==> config.mk <==
export PLATFORM = sky130hd
export DESIGN_NAME = sism_top
export DESIGN_NICKNAME = d
export VERILOG_FILES = /design/src/logic/sism_pkg.sv /design/src/logic/sism_top.sv /design/src/logic/sism_edge_flags.sv /design/src/logic/sism_line_driver.sv
export SDC_FILE = /design/constraint.sdc
export NUM_CORES = 1
export LEC_CHECK = 0
export BUFFER_PORTS_ARGS = -buffer_cell sky130_fd_sc_hd__buf_2
export CORE_ASPECT_RATIO = 1.4
export CORE_MARGIN = 2
export CORE_UTILIZATION = 45
export CTS_CLUSTER_DIAMETER = 150
export DETAILED_ROUTE_END_ITERATION = 8
export GPL_TIMING_DRIVEN = 0
export PLACE_DENSITY = 0.64
export SLEW_MARGIN = 10
export SYNTH_ARGS = -nofsm -noshare
export SYNTH_HDL_FRONTEND = slang
export SYNTH_HIERARCHICAL = 1
export SYNTH_SLANG_ARGS = --single-unit
==> constraint.sdc <==
create_clock -name i_clk -period 4.15 [get_ports i_clk]
set_input_delay 0.2075 -clock i_clk [delete_from_list [all_inputs] [get_ports i_clk]]
set_output_delay 0.2075 -clock i_clk [all_outputs]
set_load 0.02 [all_outputs]
==> src/logic/sism_pkg.sv <==
// Shared offsets, field positions, reset values and decode helpers for the event block.
package sism_pkg;

  // Register offsets on the plain register port.
  localparam logic [15:0] OFF_PIN_EV = 16'h1910;
  localparam logic [15:0] OFF_TIMER_EV = 16'h1914;
  localparam logic [15:0] OFF_LOG_NE_EV = 16'h1915;
  localparam logic [15:0] OFF_LOG_FULL_EV = 16'h1916;
  localparam logic [15:0] OFF_LOG_WM_EV = 16'h1917;
  localparam logic [15:0] OFF_DMA_EV = 16'h1918;
  localparam logic [15:0] OFF_START1_EV = 16'h191a;
  localparam logic [15:0] OFF_START2_EV = 16'h191b;
  localparam logic [15:0] OFF_BUSY_EV = 16'h191d;
  localparam logic [15:0] OFF_BUS_FAULT_EV = 16'h1920;
  localparam logic [15:0] OFF_MASK_DELTA = 16'h0040;
  localparam logic [15:0] OFF_MASK_FIRST = 16'h1940;
  localparam logic [15:0] OFF_MASK_LAST = 16'h1960;
  localparam logic [15:0] OFF_CTRL_BOOT_RAW = 16'h1980;
  localparam logic [15:0] OFF_CLOCKING_RAW = 16'h1981;
  localparam logic [15:0] OFF_JACK_RAW = 16'h1986;
  localparam logic [15:0] OFF_SIG_DET_RAW = 16'h1988;
  localparam logic [15:0] OFF_SHORT_RAW = 16'h198b;
  localparam logic [15:0] OFF_EN_DONE_RAW = 16'h198c;
  localparam logic [15:0] OFF_DIS_DONE_RAW = 16'h198d;
  localparam logic [15:0] OFF_THERMAL_RAW = 16'h198e;
  localparam logic [15:0] OFF_PIN_RAW = 16'h1990;
  localparam logic [15:0] OFF_LOG_NE_RAW = 16'h1995;
  localparam logic [15:0] OFF_LOG_FULL_RAW = 16'h1996;
  localparam logic [15:0] OFF_LOG_WM_RAW = 16'h1997;
  localparam logic [15:0] OFF_DMA_RAW = 16'h1998;
  localparam logic [15:0] OFF_BUSY_RAW = 16'h199d;
  localparam logic [15:0] OFF_PRIMARY_CTRL = 16'h1a80;
  localparam logic [15:0] OFF_SECONDARY_CTRL = 16'h1a82;
  localparam logic [15:0] OFF_SUMMARY = 16'h1aa0;

  // Field positions.
  localparam int PIN_COUNT = 15;
  localparam int BIT_CTRL_FAULT = 12;
  localparam int BIT_BOOT_DONE = 7;
  localparam int BIT_LOOP_REF_LOST = 15;
  localparam int BIT_DSP_CLK_SHORT = 14;
  localparam int BIT_SYS_CLK_SHORT = 12;
  localparam int BIT_LOOP_LOCKED = 11;
  localparam int BIT_FIRST_LOCKED = 8;
  localparam int BIT_CLAMP = 4;
  localparam int BIT_JACK_TWO = 2;
  localparam int BIT_JACK_ONE = 0;
  localparam int BIT_SPEAKER_LEG = 6;
  localparam int BIT_LINE_MASK = 11;
  localparam int BIT_LINE_POL = 10;
  localparam int BIT_LINE_DRIVE = 9;
  localparam int BIT_SUM_SECONDARY = 1;
  localparam int BIT_SUM_PRIMARY = 0;

  // Positions of each group inside the packed event vector.
  localparam int EV_PIN = 0;
  localparam int EV_TIMER = 15;
  localparam int EV_LOG_NE = 17;
  localparam int EV_LOG_FULL = 19;
  localparam int EV_LOG_WM = 21;
  localparam int EV_DMA = 23;
  localparam int EV_START1 = 24;
  localparam int EV_START2 = 25;
  localparam int EV_BUSY = 26;
  localparam int EV_BUS_FAULT = 27;
  localparam int EV_COUNT = 28;

  // Values after reset.
  localparam logic [EV_COUNT-1:0] EV_FLAG_RESET = 28'h0000000;
  localparam logic [EV_COUNT-1:0] EV_MASK_RESET = 28'hfffffff;
  localparam logic [15:0] PRIMARY_CTRL_RESET = 16'h0400;
  localparam logic [15:0] SECONDARY_CTRL_RESET = 16'h0000;

  // Spreads a data word over the event vector lanes that live at one flag offset.
  function automatic logic [EV_COUNT-1:0] sism_ev_place(input logic [15:0] a,
                                                        input logic [15:0] d);
    logic [EV_COUNT-1:0] v;
    v = EV_FLAG_RESET;
    if (a == OFF_PIN_EV) begin
      v[EV_PIN +: 15] = d[14:0];
    end else if (a == OFF_TIMER_EV) begin
      v[EV_TIMER +: 2] = d[1:0];
    end else if (a == OFF_LOG_NE_EV) begin
      v[EV_LOG_NE +: 2] = d[1:0];
    end else if (a == OFF_LOG_FULL_EV) begin
      v[EV_LOG_FULL +: 2] = d[1:0];
    end else if (a == OFF_LOG_WM_EV) begin
      v[EV_LOG_WM +: 2] = d[1:0];
    end else if (a == OFF_DMA_EV) begin
      v[EV_DMA] = d[0];
    end else if (a == OFF_START1_EV) begin
      v[EV_START1] = d[0];
    end else if (a == OFF_START2_EV) begin
      v[EV_START2] = d[0];
    end else if (a == OFF_BUSY_EV) begin
      v[EV_BUSY] = d[0];
    end else if (a == OFF_BUS_FAULT_EV) begin
      v[EV_BUS_FAULT] = d[0];
    end
    return v;
  endfunction

endpackage

==> src/logic/sism_top.sv <==
// Second interrupt channel: event flags, masks, raw status and interrupt line control.
// Notes on behaviour
// - pin flags set on either edge.
// - flags stay until host writes one.
// - timer flags set on expiry rising edge.
// - log not-empty, full, watermark rising-edge flags.
// - DMA raw when all enabled buffers done.
// - DSP start, busy, fault rising-edge flags.
// - one mask per flag, one masks, reset one.
// - control port fault raw bit twelve.
// - boot raw bit; host waits for it.
// - DSP and system clock shortfall raw bits.
// - loop reference lost and lock raw bits.
// - jack present when detect pin low; clamp.
// - signal detect raw bits for inputs, compressors.
// - speaker and four leg short raw bits.
// - enable and disable done raw bits.
// - speaker warning, limit and forced-off raw bits.
// - live pin levels on bits fourteen down.
// - log raw not-empty, full, watermark bits.
// - primary line mask bit eleven, reset zero.
// - polarity bit ten, reset active low.
// - summary is OR of unmasked flags.
// - secondary line mask bit eleven.
// - drive type bit nine, open drain.
`timescale 1ns/100ps
module sism_top
  import sism_pkg::*;
#(
  parameter int DMA_WRITE_BUFFERS = 4,
  parameter int DMA_READ_BUFFERS = 4
) (
  input wire logic i_clk,
  input wire logic i_rst,
  input wire logic [15:0] i_addr,
  input wire logic [15:0] i_wdata,
  input wire logic i_wr,
  input wire logic i_rd,
  output logic [15:0] o_rdata,
  input wire logic [PIN_COUNT-1:0] i_pin_level,
  input wire logic [1:0] i_timer_expired,
  input wire logic [1:0] i_log_not_empty,
  input wire logic [1:0] i_log_full,
  input wire logic [1:0] i_log_watermark,
  input wire logic [DMA_WRITE_BUFFERS-1:0] i_dma_write_enabled,
  input wire logic [DMA_WRITE_BUFFERS-1:0] i_dma_write_filled,
  input wire logic [DMA_READ_BUFFERS-1:0] i_dma_read_enabled,
  input wire logic [DMA_READ_BUFFERS-1:0] i_dma_read_emptied,
  input wire logic i_dsp_start_one,
  input wire logic i_dsp_start_two,
  input wire logic i_dsp_busy,
  input wire logic i_dsp_bus_fault,
  input wire logic i_control_port_fault,
  input wire logic i_boot_complete,
  input wire logic i_loop_ref_lost,
  input wire logic i_dsp_clock_shortfall,
  input wire logic i_system_clock_shortfall,
  input wire logic i_loop_locked,
  input wire logic i_first_loop_locked,
  input wire logic i_mic_clamp_active,
  input wire logic i_jack_one_detect_n,
  input wire logic i_jack_two_detect_n,
  input wire logic [2:0] i_signal_present,
  input wire logic i_speaker_short,
  input wire logic [3:0] i_leg_short,
  input wire logic [2:0] i_power_up_done,
  input wire logic [2:0] i_power_down_done,
  input wire logic [2:0] i_speaker_thermal,
  input wire logic i_primary_summary,
  output logic o_secondary_summary,
  output logic o_primary_line,
  output logic o_primary_line_oe_n,
  output logic o_secondary_line,
  output logic o_secondary_line_oe_n
);

  // Which event lanes also fire on a falling edge: only the general-purpose pins.
  localparam logic [EV_COUNT-1:0] EV_BOTH_EDGES = 28'h0007fff;

  logic dma_done;
  logic [EV_COUNT-1:0] ev_raw;
  logic [EV_COUNT-1:0] ev_flags;
  logic [EV_COUNT-1:0] ev_mask;
  logic [EV_COUNT-1:0] ev_clear;
  logic [EV_COUNT-1:0] mask_sel;
  logic [EV_COUNT-1:0] mask_data;
  logic [15:0] primary_ctrl;
  logic [15:0] secondary_ctrl;
  logic next_summary;
  logic mask_hit;
  logic [15:0] next_rdata;

  // The transfer-done condition is registered so that the wide AND of buffer states
  // settles before the edge detector samples it; this costs one cycle of latency.
  always_ff @(posedge i_clk) begin
    if (i_rst) begin
      dma_done <= 1'b0;
    end else begin
      dma_done <= (&(~i_dma_write_enabled | i_dma_write_filled)) &
                  (&(~i_dma_read_enabled | i_dma_read_emptied));
    end
  end

  // Gather every edge-triggered source into one packed vector.
  always_comb begin
    ev_raw = EV_FLAG_RESET;
    ev_raw[EV_PIN +: PIN_COUNT] = i_pin_level;
    ev_raw[EV_TIMER +: 2] = i_timer_expired;
    ev_raw[EV_LOG_NE +: 2] = i_log_not_empty;
    ev_raw[EV_LOG_FULL +: 2] = i_log_full;
    ev_raw[EV_LOG_WM +: 2] = i_log_watermark;
    ev_raw[EV_DMA] = dma_done;
    ev_raw[EV_START1] = i_dsp_start_one;
    ev_raw[EV_START2] = i_dsp_start_two;
    ev_raw[EV_BUSY] = i_dsp_busy;
    ev_raw[EV_BUS_FAULT] = i_dsp_bus_fault;
  end

  // A write of ones at a flag offset clears exactly those flags; zeros do nothing.
  assign ev_clear = i_wr ? sism_ev_place(i_addr, i_wdata) : EV_FLAG_RESET;

  // Sticky flags with edge detection against the previous clock sample.
  sism_edge_flags #(
    .WIDTH(EV_COUNT),
    .BOTH_EDGES(EV_BOTH_EDGES)
  ) u_flags (
    .i_clk(i_clk),
    .i_rst(i_rst),
    .i_raw(ev_raw),
    .i_clear(ev_clear),
    .o_flags(ev_flags)
  );

  // Mask offsets mirror the flag offsets one bank higher; undefined bits are dropped.
  assign mask_hit = (i_addr >= OFF_MASK_FIRST) && (i_addr <= OFF_MASK_LAST);
  assign mask_sel = sism_ev_place(16'(i_addr - OFF_MASK_DELTA), 16'hffff);
  assign mask_data = sism_ev_place(16'(i_addr - OFF_MASK_DELTA), i_wdata);

  // Mask bank: a one suppresses the event from the summary, and all start masked.
  always_ff @(posedge i_clk) begin
    if (i_rst) begin
      ev_mask <= EV_MASK_RESET;
    end else if (i_wr && mask_hit) begin
      ev_mask <= (ev_mask & ~mask_sel) | mask_data;
    end
  end

  // Line control registers keep only their defined bits, so the rest read back as zero.
  always_ff @(posedge i_clk) begin
    if (i_rst) begin
      primary_ctrl <= PRIMARY_CTRL_RESET;
    end else if (i_wr && (i_addr == OFF_PRIMARY_CTRL)) begin
      primary_ctrl <= 16'h0000;
      primary_ctrl[BIT_LINE_MASK] <= i_wdata[BIT_LINE_MASK];
      primary_ctrl[BIT_LINE_POL] <= i_wdata[BIT_LINE_POL];
      primary_ctrl[BIT_LINE_DRIVE] <= i_wdata[BIT_LINE_DRIVE];
    end
  end

  always_ff @(posedge i_clk) begin
    if (i_rst) begin
      secondary_ctrl <= SECONDARY_CTRL_RESET;
    end else if (i_wr && (i_addr == OFF_SECONDARY_CTRL)) begin
      secondary_ctrl <= 16'h0000;
      secondary_ctrl[BIT_LINE_MASK] <= i_wdata[BIT_LINE_MASK];
    end
  end

  // The summary looks at the flags only; a masked flag still reads back as set.
  assign next_summary = |(ev_flags & ~ev_mask);

  always_ff @(posedge i_clk) begin
    if (i_rst) begin
      o_secondary_summary <= 1'b0;
    end else begin
      o_secondary_summary <= next_summary;
    end
  end

  // Both lines share polarity and drive type; each has its own mask.
  sism_line_driver u_primary_line (
    .i_clk(i_clk),
    .i_rst(i_rst),
    .i_active(i_primary_summary),
    .i_mask(primary_ctrl[BIT_LINE_MASK]),
    .i_active_low(primary_ctrl[BIT_LINE_POL]),
    .i_open_drain(primary_ctrl[BIT_LINE_DRIVE]),
    .o_line(o_primary_line),
    .o_line_oe_n(o_primary_line_oe_n)
  );

  sism_line_driver u_secondary_line (
    .i_clk(i_clk),
    .i_rst(i_rst),
    .i_active(next_summary),
    .i_mask(secondary_ctrl[BIT_LINE_MASK]),
    .i_active_low(primary_ctrl[BIT_LINE_POL]),
    .i_open_drain(primary_ctrl[BIT_LINE_DRIVE]),
    .o_line(o_secondary_line),
    .o_line_oe_n(o_secondary_line_oe_n)
  );

  // Read decode; unmapped addresses and undefined bits read as zero.
  always_comb begin
    next_rdata = 16'h0000;
    if (i_addr == OFF_PIN_EV) begin
      next_rdata[14:0] = ev_flags[EV_PIN +: 15];
    end else if (i_addr == OFF_TIMER_EV) begin
      next_rdata[1:0] = ev_flags[EV_TIMER +: 2];
    end else if (i_addr == OFF_LOG_NE_EV) begin
      next_rdata[1:0] = ev_flags[EV_LOG_NE +: 2];
    end else if (i_addr == OFF_LOG_FULL_EV) begin
      next_rdata[1:0] = ev_flags[EV_LOG_FULL +: 2];
    end else if (i_addr == OFF_LOG_WM_EV) begin
      next_rdata[1:0] = ev_flags[EV_LOG_WM +: 2];
    end else if (i_addr == OFF_DMA_EV) begin
      next_rdata[0] = ev_flags[EV_DMA];
    end else if (i_addr == OFF_START1_EV) begin
      next_rdata[0] = ev_flags[EV_START1];
    end else if (i_addr == OFF_START2_EV) begin
      next_rdata[0] = ev_flags[EV_START2];
    end else if (i_addr == OFF_BUSY_EV) begin
      next_rdata[0] = ev_flags[EV_BUSY];
    end else if (i_addr == OFF_BUS_FAULT_EV) begin
      next_rdata[0] = ev_flags[EV_BUS_FAULT];
    end else if (mask_hit) begin
      // Pick the mask lanes back out of the packed vector for this offset.
      for (int i = 0; i < EV_COUNT; i++) begin
        if (mask_sel[i]) begin
          next_rdata = next_rdata | mask_lane(i_addr, i);
        end
      end
    end else if (i_addr == OFF_CTRL_BOOT_RAW) begin
      next_rdata[BIT_CTRL_FAULT] = i_control_port_fault;
      next_rdata[BIT_BOOT_DONE] = i_boot_complete;
    end else if (i_addr == OFF_CLOCKING_RAW) begin
      next_rdata[BIT_LOOP_REF_LOST] = i_loop_ref_lost;
      next_rdata[BIT_DSP_CLK_SHORT] = i_dsp_clock_shortfall;
      next_rdata[BIT_SYS_CLK_SHORT] = i_system_clock_shortfall;
      next_rdata[BIT_LOOP_LOCKED] = i_loop_locked;
      next_rdata[BIT_FIRST_LOCKED] = i_first_loop_locked;
    end else if (i_addr == OFF_JACK_RAW) begin
      next_rdata[BIT_CLAMP] = i_mic_clamp_active;
      next_rdata[BIT_JACK_TWO] = ~i_jack_two_detect_n;
      next_rdata[BIT_JACK_ONE] = ~i_jack_one_detect_n;
    end else if (i_addr == OFF_SIG_DET_RAW) begin
      next_rdata[2:0] = i_signal_present;
    end else if (i_addr == OFF_SHORT_RAW) begin
      next_rdata[BIT_SPEAKER_LEG] = i_speaker_short;
      next_rdata[3:0] = i_leg_short;
    end else if (i_addr == OFF_EN_DONE_RAW) begin
      next_rdata[BIT_SPEAKER_LEG] = i_power_up_done[2];
      next_rdata[1:0] = i_power_up_done[1:0];
    end else if (i_addr == OFF_DIS_DONE_RAW) begin
      next_rdata[BIT_SPEAKER_LEG] = i_power_down_done[2];
      next_rdata[1:0] = i_power_down_done[1:0];
    end else if (i_addr == OFF_THERMAL_RAW) begin
      next_rdata[2:0] = i_speaker_thermal;
    end else if (i_addr == OFF_PIN_RAW) begin
      next_rdata[PIN_COUNT-1:0] = i_pin_level;
    end else if (i_addr == OFF_LOG_NE_RAW) begin
      next_rdata[1:0] = i_log_not_empty;
    end else if (i_addr == OFF_LOG_FULL_RAW) begin
      next_rdata[1:0] = i_log_full;
    end else if (i_addr == OFF_LOG_WM_RAW) begin
      next_rdata[1:0] = i_log_watermark;
    end else if (i_addr == OFF_DMA_RAW) begin
      next_rdata[0] = dma_done;
    end else if (i_addr == OFF_BUSY_RAW) begin
      next_rdata[0] = i_dsp_busy;
    end else if (i_addr == OFF_PRIMARY_CTRL) begin
      next_rdata = primary_ctrl;
    end else if (i_addr == OFF_SECONDARY_CTRL) begin
      next_rdata = secondary_ctrl;
    end else if (i_addr == OFF_SUMMARY) begin
      next_rdata[BIT_SUM_SECONDARY] = o_secondary_summary;
      next_rdata[BIT_SUM_PRIMARY] = i_primary_summary;
    end
  end

  // Maps one packed mask lane back to its bit position inside its register word.
  function automatic logic [15:0] mask_lane(input logic [15:0] a, input int lane);
    logic [15:0] w;
    int base;
    w = 16'h0000;
    base = (a == 16'(OFF_PIN_EV + OFF_MASK_DELTA)) ? EV_PIN :
           (a == 16'(OFF_TIMER_EV + OFF_MASK_DELTA)) ? EV_TIMER :
           (a == 16'(OFF_LOG_NE_EV + OFF_MASK_DELTA)) ? EV_LOG_NE :
           (a == 16'(OFF_LOG_FULL_EV + OFF_MASK_DELTA)) ? EV_LOG_FULL :
           (a == 16'(OFF_LOG_WM_EV + OFF_MASK_DELTA)) ? EV_LOG_WM : lane;
    w[4'(lane - base)] = ev_mask[lane];
    return w;
  endfunction

  // Read data stand only in the cycle after the read strobe and are zero otherwise.
  always_ff @(posedge i_clk) begin
    if (i_rst) begin
      o_rdata <= 16'h0000;
    end else if (i_rd) begin
      o_rdata <= next_rdata;
    end else begin
      o_rdata <= 16'h0000;
    end
  end

endmodule

==> src/logic/sism_edge_flags.sv <==
// Edge detectors feeding a bank of sticky event flags cleared by writing one.
`timescale 1ns/100ps
module sism_edge_flags #(
  parameter int WIDTH = 28,
  parameter logic [WIDTH-1:0] BOTH_EDGES = '0
) (
  input wire logic i_clk,
  input wire logic i_rst,
  input wire logic [WIDTH-1:0] i_raw,
  input wire logic [WIDTH-1:0] i_clear,
  output logic [WIDTH-1:0] o_flags
);

  logic [WIDTH-1:0] raw_prev;
  logic primed;
  logic [WIDTH-1:0] next_edge;

  // Rising edges always count; selected lanes also count falling edges.
  assign next_edge = primed ? ((i_raw & ~raw_prev) | (BOTH_EDGES & ~i_raw & raw_prev)) : '0;

  // The previous sample is taken on every clock; the first cycle after reset only primes it,
  // so a condition already true at reset does not look like a fresh edge.
  always_ff @(posedge i_clk) begin
    if (i_rst) begin
      raw_prev <= '0;
      primed <= 1'b0;
    end else begin
      raw_prev <= i_raw;
      primed <= 1'b1;
    end
  end

  // A new edge in the cycle of a clear keeps the flag set.
  always_ff @(posedge i_clk) begin
    if (i_rst) begin
      o_flags <= '0;
    end else begin
      o_flags <= (o_flags & ~i_clear) | next_edge;
    end
  end

endmodule

==> src/logic/sism_line_driver.sv <==
// Drives one interrupt line with mask, polarity and push-pull or open-drain choice.
`timescale 1ns/100ps
module sism_line_driver (
  input wire logic i_clk,
  input wire logic i_rst,
  input wire logic i_active,
  input wire logic i_mask,
  input wire logic i_active_low,
  input wire logic i_open_drain,
  output logic o_line,
  output logic o_line_oe_n
);

  logic level;

  // The logical request, forced inactive by the mask, then given its polarity.
  assign level = (i_active & ~i_mask) ^ i_active_low;

  // Open drain only ever pulls low and lets the wire float for a high level.
  always_ff @(posedge i_clk) begin
    if (i_rst) begin
      o_line <= 1'b1;
      o_line_oe_n <= 1'b1;
    end else begin
      o_line <= level;
      o_line_oe_n <= i_open_drain & level;
    end
  end

endmodule

**After elaboration in Yosys (flattened, before gate mapping)**

Index checks and enable logic that the tools add are counted.

- Add/sub/neg operators: 29
- Order comparisons: 58
- Equality and inequality tests: 42
- Mux-type cells: 716
- Bitwise gates (word level): 84
- Reductions and logical operators: 37

Operators with widths:

| cell | count |
|---|---|
| $mux W16 | 326 |
| $eq A16 B13 Y1 const B | 42 |
| $mux W4 | 115 |
| $and A16 B16 Y16 | 28 |
| $or A16 B16 Y16 | 27 |
| $mux W15 | 25 |
| $mux W14 | 26 |
| $mux W11 | 16 |
| $lt A4 B6 Y1 const B | 28 |
| $mux W13 | 9 |
| $and A28 B28 Y28 | 4 |
| $demux W1 S4 | 28 |
| $ge A4 B1 Y1 const B | 28 |
| $not A28 Y28 | 4 |
| $mux W3 | 30 |
| $mux W2 | 44 |
| $mux W8 | 11 |
| $or A28 B28 Y28 | 3 |
| $mux W1 | 69 |
| $mux W28 | 2 |
| $mux W9 | 6 |
| $sub A4 B4 Y4 const A | 12 |
| $logic_and A1 B1 Y1 | 32 |
| $sub A3 B4 Y4 const A | 8 |
| 20 further kinds | 43 |

- Bits in registers: 111
- Bits of input ports: 107
- Output and inout port bits: 21

**Logic depth before layout (Yosys ltp)**

- Word-level depth: 375
- Depth in mapped cells: 13
- Mapped depth without buffers: 12

**By module**

Netlist, hierarchy kept.

Modules (own cells, without submodules):

| module | times used | cells an instance | area an instance (um^2) | sequential area each (um^2) |
|---|---|---|---|---|
| sism_top | 1 | 570 | 4195.3 | 1001.0 |
| sism_edge_flags | 1 | 179 | 1964.4 | 1141.1 |
| sism_line_driver | 2 | 7 | 91.3 | 40.0 |

**Worst setup path after synthesis**

No wires, ideal clock.

- Path type: input to register
- Start point: input i_addr[10]
- End point: register o_rdata[0]
- Library setup time: 0.103 ns
- Data arrival time: 2.886 ns
- Data required time: 4.047 ns
- Path slack: 1.160 ns
- Stages: 11
- Cell sequence: nor4b_1 > nand3_2 > nor4_2 > inv_1 > ha_1 > nand3b_1 > a21boi_0 > o211ai_1 > o21ai_0 > and4_1 > a2111oi_2

- Word-level cells in the longest chain between the ends: 375

Ends and longest elaborated chain:

| what | line | source |
|---|---|---|
| from (decl) | sism_top.sv:35 | `input wire logic [15:0] i_addr,` |
| $eq A16 B13 Y1 | sism_top.sv:290 | `(a == 16'(OFF_LOG_WM_EV + OFF_MASK_DELTA)) ? EV_LOG_WM : lane;` |
| $mux W3 | sism_top.sv:290 |  |
| $mux W4 | sism_top.sv:289 | `(a == 16'(OFF_LOG_FULL_EV + OFF_MASK_DELTA)) ? EV_LOG_FULL :` |
| $mux W4 | sism_top.sv:288 | `(a == 16'(OFF_LOG_NE_EV + OFF_MASK_DELTA)) ? EV_LOG_NE :` |
| $mux W4 | sism_top.sv:287 | `(a == 16'(OFF_TIMER_EV + OFF_MASK_DELTA)) ? EV_TIMER :` |
| $mux W4 | sism_top.sv:286 | `base = (a == 16'(OFF_PIN_EV + OFF_MASK_DELTA)) ? EV_PIN :` |
| $sub A1 B4 Y4 | sism_top.sv:291 | `w[4'(lane - base)] = ev_mask[lane];` |
| $lt A4 B6 Y1 (implied by the code) / $ge A4 B1 Y1 (equally long branches) | sism_top.sv:291 |  |
| (+359 left out) | -- |  |
| $mux W1 | sism_top.sv:220 | `end else if (i_addr == OFF_START2_EV) begin` |
| $mux W1 | sism_top.sv:218 | `end else if (i_addr == OFF_START1_EV) begin` |
| $mux W1 | sism_top.sv:216 | `end else if (i_addr == OFF_DMA_EV) begin` |
| $mux W2 | sism_top.sv:214 | `end else if (i_addr == OFF_LOG_WM_EV) begin` |
| $mux W2 | sism_top.sv:212 | `end else if (i_addr == OFF_LOG_FULL_EV) begin` |
| $mux W2 | sism_top.sv:210 | `end else if (i_addr == OFF_LOG_NE_EV) begin` |
| $mux W2 | sism_top.sv:208 | `end else if (i_addr == OFF_TIMER_EV) begin` |
| $mux W15 (*) | sism_top.sv:206 | `if (i_addr == OFF_PIN_EV) begin` |
| to (signal assigned) | sism_top.sv:300 | `o_rdata <= next_rdata;` |
| to (decl) | sism_top.sv:39 | `output logic [15:0] o_rdata,` |

Every way passes the cells marked *; elsewhere a longest branch is shown, timed or not. The select of a mux whose other input is x is not followed.
A chain may end at the register's enable or synchronous reset.

**Worst setup path after layout**

- Start point: input i_addr[11]
- End point: register o_rdata[0]

The elaborated chain is that of the path after synthesis.

==> flow_metrics.env <==
export IMPL_max_stage_delay_ps=800
export IMPL_synth_ff_latch_count=111
export IMPL_overflow=0
export IMPL_clkLatencyLatePin_ps=360
export IMPL_design_area_um2=7490
export IMPL_gr_usage_all_layers_pct=33.8
export IMPL_cp_required_ps=4370
export IMPL_gp_congestion=0.966
export IMPL_maxCapViolCount=0
export IMPL_core_area_um2=13800
export IMPL_p_switching_w=0.000657
export IMPL_finalSetupTns_ps=0
export IMPL_dr_total_vias=6686
export IMPL_timing_final_crit_share_pct=92.9
export IMPL_dp_slack_ps=111
export IMPL_synthMostInstantiatedCell="dfxtp_1"
export IMPL_cts_htree_levels=3
export IMPL_status="finished, final reports clean"
export IMPL_final_nets=1015
export IMPL_hold_viol_final=0
export IMPL_postCtsSetupBuffers=0
export IMPL_synthesis_area_um2=6340
export IMPL_synth_area_leaders="dfxtp_1 35%, nor2b_1 4.1%, inv_1 3.8%"
export IMPL_synth_top_family_by_area="simple AND/OR/NAND/NOR gates"
export IMPL_worstSetupPathType="in -> reg"
export IMPL_seq_power_share_pct=49.1
export IMPL_synthAdderAreaFrac_pct=1.58
export IMPL_postPlaceCellArea_um2=7200
export IMPL_numCtsBuffers=9
export IMPL_finalSetupViolations=0
export IMPL_avgSynthCellArea_um2=8.31
export IMPL_reg2reg_slack_ps=1880
export IMPL_syn_nets=878
export IMPL_critical_path_top_delay_family="simple AND/OR/NAND/NOR gates"
export IMPL_clkPwrFrac_pct=37.4
export IMPL_worstHoldStart="i_wdata[3]"
export IMPL_finalWorstPathRequiredPeriod_ps=3850
export IMPL_synth_simple_gate_area_share_pct=27.2
export IMPL_drive_gt1_share_pct=19.4
export IMPL_whs_path_depth=2
export IMPL_synth_yosys_seq_area_share_pct=35.0
export IMPL_cts_root_buf="clkbuf_16"
export IMPL_worst_pin_slew_ps=918
export IMPL_rows=51
export IMPL_grt_pass1_wl_um=37800
export IMPL_p_int_w=0.00165
export IMPL_cts_resized=0
export IMPL_critPathMaxFanout=10
export IMPL_synthArstFlopShare_pct=0
export IMPL_swShare_pct=28.5
export IMPL_routed_wl_um=26000
export IMPL_startpoint_type="primary input"
export IMPL_fmax_mhz=259
export IMPL_cts_path_max_buffers=2
export IMPL_synth_edff_count=0
export IMPL_p_comb_share_pct=13.6
export IMPL_crit_buf_inv=2
export IMPL_ir_worst_vdd_v=0.000189
export IMPL_syn_to_final_growth_pct=18.2
export IMPL_r2r_cells=7
export IMPL_yosys_top_cells_count="111 x dfxtp_1, 64 x inv_1, 51 x nand2_1, 51 x nor2_1, 47 x a21oi_1"
export IMPL_die_area_um2=15100
export IMPL_final_setup_skew_ps=8.10
export IMPL_r2r_end="u_secondary_line/o_line$_SDFF_PP1_"
export IMPL_drtIter0Drc=578
export IMPL_pin_count=128
export IMPL_grt_max_degree=21
export IMPL_slew_violations=0
export IMPL_fp_dieW_um=104
export IMPL_dpl_hpwl_um=20600
export IMPL_synth_mux_area_share_pct=2.72
export IMPL_diodes=0
export IMPL_rsz0062_at_grt="false"
export IMPL_drt_vias_per_instance=6.13
export IMPL_ys_types=77
export IMPL_portBuffers=126
export IMPL_ys_warnings_count=6
export IMPL_ant_nets=0
export IMPL_end_kind="flop"
export IMPL_crit_slowest_cell="nor4bb_1"
export IMPL_cts_sinks=111
export IMPL_initial_core_util_pct=45.8
export IMPL_first_pass_iters=6
export IMPL_total_leakage_power_nw=3.01
export IMPL_antenna_found_initial=0
export IMPL_power_density_nw_per_um2=308
export IMPL_crit_arrival_ps=4080
export IMPL_post_route_util_pct=54.1
export IMPL_final_setup_worst_slack_ps=296
export IMPL_synth_compound_area_share_pct=23.4
export IMPL_wl_per_cell_um=23.9
export IMPL_synthCells=763
export IMPL_clk_pin_slew_ps=80
export IMPL_yosysTopAreaCell="dfxtp_1"
export IMPL_grt_pass1_vias=6508
export IMPL_synth_xor_area_share_pct=2.86
export IMPL_postCtsHoldBufs=0
export IMPL_synth_top_area_share_pct=35.0
export IMPL_crit_path_cell_trace="buf_2, nor4bb_1, nand3_2, nor4_2, inv_1, ha_1, nand3b_1, a21boi_0, o211ai_1, o21ai_0, and4_1, a2111oi_2"
export IMPL_hold_class="in -> reg"
export IMPL_die_h_um=144
export IMPL_drc=0
export IMPL_tritoncts="yes"
export IMPL_slew_headroom_pct=37.9
export IMPL_ys_flop_type="dfxtp_1"
placed cells by master (no fill, tap or decap), drive strengths merged, types with 4 or more instances in the layout:
| cell type | count |
|---|---|
| nand4 | 9 |
| clkbuf | 35 |
| a31oi | 6 |
| a22o | 5 |
| o32ai | 16 |
| nor4 | 10 |
| nor3 | 13 |
| a221oi | 9 |
| nand2 | 51 |
| dfxtp | 111 |
| nand3b | 15 |
| o21ai | 16 |
| o31ai | 6 |
| nor2b | 44 |
| nand2b | 22 |
| and3 | 23 |
| xnor2 | 18 |
| inv | 67 |
| and2 | 4 |
| a211o | 10 |
| o21a | 4 |
| a21oi | 47 |
| a222oi | 10 |
| a21boi | 5 |
| o22ai | 11 |
| a22oi | 13 |
| o211ai | 12 |
| and4 | 5 |
| buf | 143 |
| o21bai | 5 |
| mux2i | 15 |
| nor2 | 51 |
| ha | 8 |
| o221ai | 6 |
| nand3 | 28 |
| and2b | 6 |
per-stage QoR:
| step | hold slack (ps) | power (W) | std cells |
|---|---|---|---|
| global placement | 422 | 0.00146 | 1074 |
| finish | 61.5 | 0.00231 | 1090 |
| floorplan | 309 | 0.00131 | 763 |
| CTS | 49.9 | 0.00232 | 1090 |
| global route | 61.8 | 0.00239 | 1090 |
| detailed placement | 428 | 0.00146 | 1074 |
power groups by stage:
| stage | sequential (W) | clock, W | combinational (W) |
|---|---|---|---|
| after floorplan | 0.00115 | 0 | 0.000161 |
| after global placement | 0.00116 | 0 | 0.000301 |
| after detailed placement | 0.00116 | 0 | 0.000307 |
| after CTS | 0.00113 | 0.000877 | 0.000308 |
| after global routing | 0.00114 | 0.000916 | 0.000334 |
| final | 0.00113 | 0.000862 | 0.000313 |
routing by layer:
metal | global-route usage [%] | up-vias | routed length, um
met5 | 0 | - | 0
met1 | 37.1 | 3179 | 9850
met3 | 5.27 | 90 | 1590
met4 | 19.0 | 0 | 1540
met2 | 62.0 | 348 | 13000
li1 | - | 3069 | -
how the worst max path moves through the flow:
| stage | start | end | cells after the start |
|---|---|---|---|
| after global placement | i_addr[10] | o_rdata[0]$_SDFF_PP0_ | 12 |
| after floorplan | i_addr[10] | o_rdata[0]$_SDFF_PP0_ | 11 |
| after CTS | i_addr[11] | o_rdata[0]$_SDFF_PP0_ | 12 |
| after detailed placement | i_addr[11] | o_rdata[0]$_SDFF_PP0_ | 12 |
| final | i_addr[11] | o_rdata[0]$_SDFF_PP0_ | 12 |
| after global routing | i_addr[10] | o_rdata[0]$_SDFF_PP0_ | 12 |
final cells by class:
class	count	area, um^2
Buffer	42	215
Clock buffer	10	229
Clock inverter	6	61.3
Fill cell	1382	6350
Inverter	64	240
Multi-Input combinational cell	546	3660
Sequential cell	111	2220
Tap cell	185	231
Timing Repair Buffer	126	631
logic make-up after synthesis:
group	count (synthesis)
and+or+nand+nor	300
DFF	111
muxes	17
xor gates and xnor gates	19
adders and majority gates	8
buffers and inverters	106
AOI/OAI and AO/OA	202
(Power assumes the default switching activity.)
